[config.mk]
export PLATFORM = sky130hd
export DESIGN_NAME = card_socket_event_interrupts
export DESIGN_NICKNAME = d
export VERILOG_FILES = /design/src/hw/card_socket_irq_pkg.sv /design/src/hw/card_socket_event_interrupts.sv
export SDC_FILE = /design/constraint.sdc
export NUM_CORES = 1
export LEC_CHECK = 0
export ABC_CLOCK_PERIOD_IN_PS = 1700
export BUFFER_PORTS_ARGS = -buffer_cell sky130_fd_sc_hd__buf_2
export CAP_MARGIN = 20
export CORE_MARGIN = 5
export CORE_UTILIZATION = 49
export DETAILED_ROUTE_END_ITERATION = 6
export PLACE_DENSITY = 0.85
export SETUP_SLACK_MARGIN = 0.15
export SYNTH_ARGS = -nofsm -noshare
export SYNTH_HDL_FRONTEND = slang
export SYNTH_SLANG_ARGS = --single-unit
[constraint.sdc]
create_clock -name clk -period 1.7 [get_ports clk]
set_clock_uncertainty 0.15 [all_clocks]
set_input_delay 0.34 -clock clk [delete_from_list [all_inputs] [get_ports clk]]
set_output_delay 0.34 -clock clk [all_outputs]
set_load 0.02 [all_outputs]
[src/hw/card_socket_irq_pkg.sv]
// constants, types and register map for the socket event interrupt block
package card_socket_irq_pkg;

  localparam int          NUM_SOCKETS_DEF = 2;
  localparam int          NUM_LINES_DEF   = 4;

  // legacy socket register set offsets
  localparam logic [7:0]  LEGACY_FLAGS_OFS = 8'h04;
  localparam logic [7:0]  LEGACY_MASK_OFS  = 8'h05;
  localparam logic [7:0]  LEGACY_GCTL_OFS  = 8'h1E;
  // configuration byte holding the functional interrupt flag
  localparam logic [7:0]  FUNC_FLAG_OFS    = 8'h91;
  // wide card socket register set offsets
  localparam logic [7:0]  SOCK_EVENT_OFS   = 8'h00;
  localparam logic [7:0]  SOCK_MASK_OFS    = 8'h04;

  // field positions
  localparam int          BIT_BATT_ONE     = 0;
  localparam int          BIT_BATT_TWO     = 1;
  localparam int          BIT_READY        = 2;
  localparam int          BIT_LEGACY_STATUS_CHANGE_INPUT       = 0;
  localparam int          BIT_POWER_DONE   = 3;
  localparam int          BIT_SOCK_LEGACY_STATUS_CHANGE_INPUT  = 0;
  localparam int          BIT_DETECT_ONE   = 1;
  localparam int          BIT_DETECT_TWO   = 2;
  localparam int          BIT_FLAG_CLEAR   = 2;
  localparam int          BIT_FUNC_FLAG    = 0;

  // reset values
  localparam logic [7:0]  LEGACY_FLAGS_RST = 8'h00;
  localparam logic [7:0]  LEGACY_MASK_RST  = 8'h00;
  localparam logic [7:0]  LEGACY_GCTL_RST  = 8'h00;
  localparam logic [3:0]  SOCK_EVENT_RST   = 4'h0;
  localparam logic [3:0]  SOCK_MASK_RST    = 4'h0;
  localparam logic [31:0] RDATA_RST        = 32'h0000_0000;

  typedef enum logic [1:0] {
    KIND_NONE  = 2'b00,
    KIND_MEM16 = 2'b01,
    KIND_IO16  = 2'b10,
    KIND_WIDE  = 2'b11
  } card_kind_t;

  typedef enum logic [1:0] {
    SPACE_LEGACY = 2'b00,
    SPACE_CONFIG = 2'b01,
    SPACE_SOCKET = 2'b10,
    SPACE_NONE   = 2'b11
  } reg_space_t;

  typedef struct packed {
    logic battery_detect_one;
    logic battery_detect_two;
    logic card_ready;
    logic legacy_status_change_input;
    logic legacy_card_irq_request;
    logic wide_card_status_change_input;
    logic wide_card_irq_input;
    logic card_detect_one;
    logic card_detect_two;
    logic wide_card_detect_one;
    logic wide_card_detect_two;
  } card_pins_t;

  typedef struct packed {
    logic [7:0] legacy_status_change_flags;
    logic [7:0] legacy_status_change_mask;
    logic [7:0] legacy_global_control;
    logic       functional_interrupt_flag;
    logic [3:0] socket_event_flags;
    logic [3:0] socket_event_mask;
    card_pins_t prev_pins;
    logic       primed;
  } socket_state_t;

endpackage

[src/hw/card_socket_event_interrupts.sv]
// per-socket card event detection, flags, masks and interrupt routing
//
// What this block does
// - memory card: battery detect changes set legacy flags 1,0, masks 1,0
// - memory card: ready transition sets legacy flag 2, masked by bit 2
// - I/O card: status change assertion sets legacy flag 0, mask bit 0
// - card irq request assertion sets config byte 91h bit 0, always on
// - wide card: status change assertion sets socket event bit 0, mask 0
// - card detect transitions set socket event bits 2,1, masks 2,1
// - power-up done: legacy bit 3 for 16-bit, socket bit 3 for wide
// - insertion and removal detected whatever card kind is present
// - no functional interrupts while a memory card is present
// - functional interrupts have no mask and always pass through
// - each status change source can be masked individually
// - every source keeps a readable flag, masked or not
// - status change and functional interrupts route to separately selected lines, which may coincide
// - legacy flags clear by writing one or by reading the register
// - global control bit 2 picks the clear method, read-clear after reset
// - socket event flags clear only on a written one
`timescale 1ns/1ps
`default_nettype none

module card_socket_event_interrupts
  import card_socket_irq_pkg::*;
#(
  parameter int NUM_SOCKETS = NUM_SOCKETS_DEF,
  parameter int NUM_LINES   = NUM_LINES_DEF,
  localparam int SW = (NUM_SOCKETS > 1) ? $clog2(NUM_SOCKETS) : 1,
  localparam int LW = (NUM_LINES > 1) ? $clog2(NUM_LINES) : 1
) (
  input  wire logic                          clk,
  input  wire logic                          resetn,
  input  wire card_pins_t [NUM_SOCKETS-1:0]  pins,
  input  wire card_kind_t [NUM_SOCKETS-1:0]  card_kind,
  input  wire logic [NUM_SOCKETS-1:0]        power_cycle_done,
  input  wire logic [LW-1:0]                 csc_route,
  input  wire logic [LW-1:0]                 func_route,
  input  wire logic                          reg_wr,
  input  wire logic                          reg_rd,
  input  wire reg_space_t                    reg_space,
  input  wire logic [SW-1:0]                 reg_socket,
  input  wire logic [7:0]                    reg_addr,
  input  wire logic [31:0]                   reg_wdata,
  output logic [31:0]                        reg_rdata,
  output logic [NUM_SOCKETS-1:0]             csc_irq,
  output logic [NUM_SOCKETS-1:0]             func_irq,
  output logic [NUM_LINES-1:0]               irq_lines
);

  socket_state_t [NUM_SOCKETS-1:0] st_reg;
  socket_state_t [NUM_SOCKETS-1:0] st_next;
  logic [31:0]                     rdata_reg;
  logic [31:0]                     rdata_next;

  // transition of a level between two samples
  function automatic logic changed(input logic now_v, input logic old_v);
    return now_v ^ old_v;
  endfunction

  // assertion of a level between two samples
  function automatic logic rose(input logic now_v, input logic old_v);
    return now_v & ~old_v;
  endfunction

  function automatic logic hit(input reg_space_t sp, input logic [7:0] ofs,
                               input reg_space_t want_sp,
                               input logic [7:0] want_ofs);
    return (sp == want_sp) && (ofs == want_ofs);
  endfunction

  always_comb begin
    logic       sel;
    logic       primed;
    logic       wr_flags;
    logic       rd_clear;
    logic [7:0] lset;
    logic [3:0] sset;
    logic       fset;
    card_pins_t p;
    card_pins_t q;
    sel      = 1'b0;
    primed   = 1'b0;
    wr_flags = 1'b0;
    rd_clear = 1'b0;
    lset     = 8'h00;
    sset     = 4'h0;
    fset     = 1'b0;
    p        = '0;
    q        = '0;
    st_next  = st_reg;
    for (int s = 0; s < NUM_SOCKETS; s++) begin
      sel    = (reg_socket == SW'(s));
      primed = st_reg[s].primed;
      p      = pins[s];
      q      = st_reg[s].prev_pins;
      lset   = 8'h00;
      sset   = 4'h0;
      fset   = 1'b0;
      if (primed) begin
        case (card_kind[s])
          KIND_MEM16: begin
            lset[BIT_BATT_ONE] = changed(p.battery_detect_one,
                                         q.battery_detect_one);
            lset[BIT_BATT_TWO] = changed(p.battery_detect_two,
                                         q.battery_detect_two);
            lset[BIT_READY] = changed(p.card_ready, q.card_ready);
          end
          KIND_IO16: begin
            lset[BIT_LEGACY_STATUS_CHANGE_INPUT] = rose(p.legacy_status_change_input,
                                    q.legacy_status_change_input);
            fset = rose(p.legacy_card_irq_request,
                        q.legacy_card_irq_request);
          end
          KIND_WIDE: begin
            sset[BIT_SOCK_LEGACY_STATUS_CHANGE_INPUT] = rose(
              p.wide_card_status_change_input,
              q.wide_card_status_change_input);
            fset = rose(p.wide_card_irq_input, q.wide_card_irq_input);
          end
          default: begin
            fset = 1'b0;
          end
        endcase
        // detect changes for every kind, both pin pairs watched
        sset[BIT_DETECT_ONE] = changed(p.card_detect_one, q.card_detect_one)
          | changed(p.wide_card_detect_one, q.wide_card_detect_one);
        sset[BIT_DETECT_TWO] = changed(p.card_detect_two, q.card_detect_two)
          | changed(p.wide_card_detect_two, q.wide_card_detect_two);
      end
      if (power_cycle_done[s]) begin
        if (card_kind[s] == KIND_WIDE) begin
          sset[BIT_POWER_DONE] = 1'b1;
        end else begin
          lset[BIT_POWER_DONE] = 1'b1;
        end
      end

      wr_flags = sel && reg_wr
                 && hit(reg_space, reg_addr, SPACE_LEGACY, LEGACY_FLAGS_OFS);
      rd_clear = sel && reg_rd
                 && hit(reg_space, reg_addr, SPACE_LEGACY, LEGACY_FLAGS_OFS)
                 && !st_reg[s].legacy_global_control[BIT_FLAG_CLEAR];
      if (rd_clear) begin
        st_next[s].legacy_status_change_flags = 8'h00;
      end else if (wr_flags
                   && st_reg[s].legacy_global_control[BIT_FLAG_CLEAR]) begin
        st_next[s].legacy_status_change_flags =
          st_reg[s].legacy_status_change_flags & ~reg_wdata[7:0];
      end
      if (sel && reg_wr
          && hit(reg_space, reg_addr, SPACE_LEGACY, LEGACY_MASK_OFS)) begin
        st_next[s].legacy_status_change_mask = reg_wdata[7:0];
      end
      if (sel && reg_wr
          && hit(reg_space, reg_addr, SPACE_LEGACY, LEGACY_GCTL_OFS)) begin
        st_next[s].legacy_global_control = reg_wdata[7:0];
      end
      if (sel && reg_wr
          && hit(reg_space, reg_addr, SPACE_SOCKET, SOCK_EVENT_OFS)) begin
        st_next[s].socket_event_flags =
          st_reg[s].socket_event_flags & ~reg_wdata[3:0];
      end
      if (sel && reg_wr
          && hit(reg_space, reg_addr, SPACE_SOCKET, SOCK_MASK_OFS)) begin
        st_next[s].socket_event_mask = reg_wdata[3:0];
      end
      if (sel && reg_wr && reg_wdata[BIT_FUNC_FLAG]
          && hit(reg_space, reg_addr, SPACE_CONFIG, FUNC_FLAG_OFS)) begin
        st_next[s].functional_interrupt_flag = 1'b0;
      end

      // new events win over a clear in the same cycle
      st_next[s].legacy_status_change_flags =
        st_next[s].legacy_status_change_flags | lset;
      st_next[s].socket_event_flags =
        st_next[s].socket_event_flags | sset;
      st_next[s].functional_interrupt_flag =
        st_next[s].functional_interrupt_flag | fset;
      st_next[s].prev_pins = p;
      st_next[s].primed    = 1'b1;
    end
  end

  // read data, one socket selected
  always_comb begin
    socket_state_t cur;
    cur        = st_reg[0];
    rdata_next = rdata_reg;
    for (int s = 0; s < NUM_SOCKETS; s++) begin
      if (reg_socket == SW'(s)) begin
        cur = st_reg[s];
      end
    end
    if (reg_rd) begin
      rdata_next = 32'h0000_0000;
      if (hit(reg_space, reg_addr, SPACE_LEGACY, LEGACY_FLAGS_OFS)) begin
        rdata_next[7:0] = cur.legacy_status_change_flags;
      end else if (hit(reg_space, reg_addr, SPACE_LEGACY,
                       LEGACY_MASK_OFS)) begin
        rdata_next[7:0] = cur.legacy_status_change_mask;
      end else if (hit(reg_space, reg_addr, SPACE_LEGACY,
                       LEGACY_GCTL_OFS)) begin
        rdata_next[7:0] = cur.legacy_global_control;
      end else if (hit(reg_space, reg_addr, SPACE_CONFIG,
                       FUNC_FLAG_OFS)) begin
        rdata_next[BIT_FUNC_FLAG] = cur.functional_interrupt_flag;
      end else if (hit(reg_space, reg_addr, SPACE_SOCKET,
                       SOCK_EVENT_OFS)) begin
        rdata_next[3:0] = cur.socket_event_flags;
      end else if (hit(reg_space, reg_addr, SPACE_SOCKET,
                       SOCK_MASK_OFS)) begin
        rdata_next[3:0] = cur.socket_event_mask;
      end
    end
  end

  always_ff @(posedge clk or negedge resetn) begin
    if (!resetn) begin
      for (int s = 0; s < NUM_SOCKETS; s++) begin
        st_reg[s].legacy_status_change_flags <= LEGACY_FLAGS_RST;
        st_reg[s].legacy_status_change_mask  <= LEGACY_MASK_RST;
        st_reg[s].legacy_global_control     <= LEGACY_GCTL_RST;
        st_reg[s].functional_interrupt_flag <= 1'b0;
        st_reg[s].socket_event_flags        <= SOCK_EVENT_RST;
        st_reg[s].socket_event_mask         <= SOCK_MASK_RST;
        st_reg[s].prev_pins                 <= '0;
        st_reg[s].primed                    <= 1'b0;
      end
      rdata_reg <= RDATA_RST;
    end else begin
      st_reg    <= st_next;
      rdata_reg <= rdata_next;
    end
  end

  // interrupt requests and routing
  always_comb begin
    irq_lines = '0;
    for (int s = 0; s < NUM_SOCKETS; s++) begin
      csc_irq[s] = |(st_reg[s].legacy_status_change_flags
                     & st_reg[s].legacy_status_change_mask)
                 | |(st_reg[s].socket_event_flags
                     & st_reg[s].socket_event_mask);
      func_irq[s] = ((card_kind[s] == KIND_IO16)
                     && st_reg[s].prev_pins.legacy_card_irq_request)
                  | ((card_kind[s] == KIND_WIDE)
                     && st_reg[s].prev_pins.wide_card_irq_input);
    end
    for (int l = 0; l < NUM_LINES; l++) begin
      if (csc_route == LW'(l)) begin
        irq_lines[l] = irq_lines[l] | (|csc_irq);
      end
      if (func_route == LW'(l)) begin
        irq_lines[l] = irq_lines[l] | (|func_irq);
      end
    end
  end

  assign reg_rdata = rdata_reg;

endmodule

`default_nettype wire

==> results.json <==
{
  "slowest_delay_ns": 0.41,
  "setup_viol": 71,
  "period_needed_ns": 2.56,
  "placedCellCount": 709,
  "synthesis.area_sq_um": 4920,
  "endpoint_kind": "output port",
  "crit_family": "compound AO/OA/AOI/OAI gates",
  "fp.dieH_um": 110,
  "final_hold_viol_count": 0,
  "fp.dieW_um": 110,
  "synth_area_leaders": "dfrtp_1 49%, mux2_2 11%, mux2i_1 4.9%",
  "synthCells": 435,
  "register_area_sq_um": 2430,
  "synth-main-ff-cell": "dfrtp_1",
  "outcome": "finished with violations",
  "rsz0062_at_grt": "yes",
  "synth-edff-count": 0,
  "area_growth_pct": 45.4,
  "io_buffers": 70,
  "dp_hpwl_um": 11000,
  "dr_total_vias": 4694,
  "slew_violations": 0,
  "via_per_inst": 6.09,
  "synth_most_common_cell": "dfrtp_1",
  "largest_reg_flops": 89,
  "drt-initial-drc-count": 429,
  "synth.distinct_cells": 53,
  "hold_class": "input pin to flip-flop",
  "ys_seq_elements": 97,
  "cts_root_buf": "clkbuf_8",
  "ys_warn_count": 0,
  "design.core.area_sq_um": 9770,
  "power_w": 0.00469,
  "finalWorstSetupSlack_ns": -0.864,
  "place.gp.congestion": 0.958,
  "violations": "negative setup slack",
  "crit_fanout": 4,
  "instances_no_fill": 771,
  "seq_area_frac_synth_pct": 49.4,
  "clk_pin_slew_worst_paths_ns": 0.11,
  "nets": 720,
  "yosysTopAreaCell": "dfrtp_1",
  "avgRoutedWirePerCell_um": 23.0,
  "synthDominantCellAreaShare_pct": 49.4,
  "overflow": 0,
  "period_share_pct": 151,
  "routed_wl_um": 17700,
  "cts_buffers": 9,
  "start_util_pct": 50.3,
  "critPathArrivalTime_ns": 2.07,
  "first_pass_iters": 5,
  "fill_cells": 599,
  "start_kind": "flip-flop",
  "rows": 36,
  "hold_ws_ns": 0.0385,
  "irDropWorstVdd_mv": 0.401,
  "cts_tree": "yes",
  "synthTopCellsByCount": "97 x dfrtp_1, 46 x mux2_2, 44 x nand2_1, 24 x buf_4, 24 x mux2i_1",
  "grt_pass1_vias": 4743,
  "drive_gt1_share_pct": 49.5,
  "multi_input_area_sq_um": 2650,
  "cp_cell_sequence": "a22o_1 > a221oi_2 > and3_4 > nand2_4 > a32o_2 > buf_6",
  "grt_max_degree": 42,
  "antenna_found_initial": 0,
  "fmax_mhz": 390,
  "cap_violations": 0,
  "powerDensity_nw_per_um2": 655,
  "cp_data_required_time_ns": 1.21,
  "synth.avg_cell_area_sq_um": 11.3,
  "drc": 0,
  "slowest_stage": "dfrtp_1",
  "fp.dieArea_sq_um": 12100,
  "clockBufferDepth": 2,
  "async_flop_share_pct": 100,
  "grt_pass1_wl_um": 25500,
  "path_class": "flip-flop to output port",
  "clk_latency_ns": 0.39,
  "grt_usage_pct": 28.3,
  "critical_path_buf_inv_count": 1,
  "cts.sinks": 97,
  "cts_max_level": 3,
  "io_pins": 119,
  "ant_nets": 0,
  "n_antenna_cell": 0,
  "power_leakage_nw": 3.45
}
power by group:
group | internal, W | switching, W | total, W
Clock | 0.000593 | 0.000873 | 0.00147
Combinational | 0.000368 | 0.000425 | 0.000794
Sequential | 0.00237 | 0.0000554 | 0.00243
Total | 0.00333 | 0.00135 | 0.00469
worst register-to-register path: cells and delay by family, from the launching register on:
family | cells | cell delay [ns]
multiplexers | 1 | 0.44
flip-flops | 1 | 0.43
AO/OA/AOI/OAI | 1 | 0.23
AND/OR/NAND/NOR | 1 | 0.17
buffers and inverters | 1 | 0.16
timing repair:
action / 4_1_cts / 5_1_grt
endpoints found under the hold margin: 47 / 0
buffers inserted: 16 / 8
pin swaps: 37 / 20
resized for setup: 74 / 35
gates cloned: 0 / 1
hold buffers: 23 / 0
setup endpoints to repair: 80 / 80
per-layer routing:
layer	track usage [%]	vias to the layer above	share of wire, %	wire, um
met5	0	-	0	0
met4	14.2	0	5.5	978
met3	5.42	93	9.8	1730
met2	47.3	363	49	8700
met1	35.2	2312	36	6300
li1	-	1926	-	-
cells by family after synthesis:
| family | share of synthesized area [%] |
|---|---|
| simple gates | 12.4 |
| flops | 49.4 |
| mux | 16.3 |
| compound gates | 11.1 |
| buf+inv | 6.62 |
| xor+xnor | 2.49 |
| fa+ha+maj | 1.53 |
| other cells | 0.153 |
layout make-up:
cell class              count  area share (%)
clock buffers              11            2.12
repair buffers            209            23.3
flip-flops and latches     97            34.0
well taps                 133            2.33
multi-input cells         299            37.0
inverters                  19           0.998
clock inverters             3           0.245
stage by stage:
step	setup TNS, ns	worst slack [ns]	instance area [sq um]	util (%)
final	-17.85	-0.864	7150	73.1
after global routing	-20.97	-0.891	7150	73.1
after CTS	-12.34	-0.766	6950	71.1
after detailed placement	-39.25	-0.823	6130	62.8
after global placement	-36.38	-0.775	6130	62.8
after floorplan	-19.77	-0.666	5170	-
final timing paths:
| kind | start | cells past startpoint | slack, ns | end |
|---|---|---|---|---|
| setup / recovery | st_reg[63] | 6 | -0.86 | irq_lines[1] |
| hold / removal | power_cycle_done[1] | 2 | 0.04 | st_reg[85] |
| setup reg to reg | st_reg[61] | 4 | 0.02 | reg_rdata[0] |
| hold reg to reg | reg_rdata[7] | 1 | 0.35 | reg_rdata[7] |
| max in group asynchronous | resetn | 3 | 0.56 | st_reg[36] |
| min in group asynchronous | resetn | 2 | 0.25 | st_reg[57] |
cell usage in the layout, fill, tap and decap left out, drive strengths merged, types with 5 or more instances in the layout:
cell,synthesis,routed
and3,11,11
o21ai,8,8
mux2i,24,24
nand3,8,8
nand2,45,45
mux2,46,46
a21oi,6,6
nor3b,5,5
dlygate4sd3,0,23
dfrtp,97,97
xnor2,8,8
xor2,6,6
a32o,12,12
nor2,14,14
inv,19,19
buf,30,186
clkbuf,13,11
ha,6,6
a22o,14,14
a221oi,6,6
conb,2,25
nor2b,5,5
No activity file was read; power rests on OpenSTA's default activity.
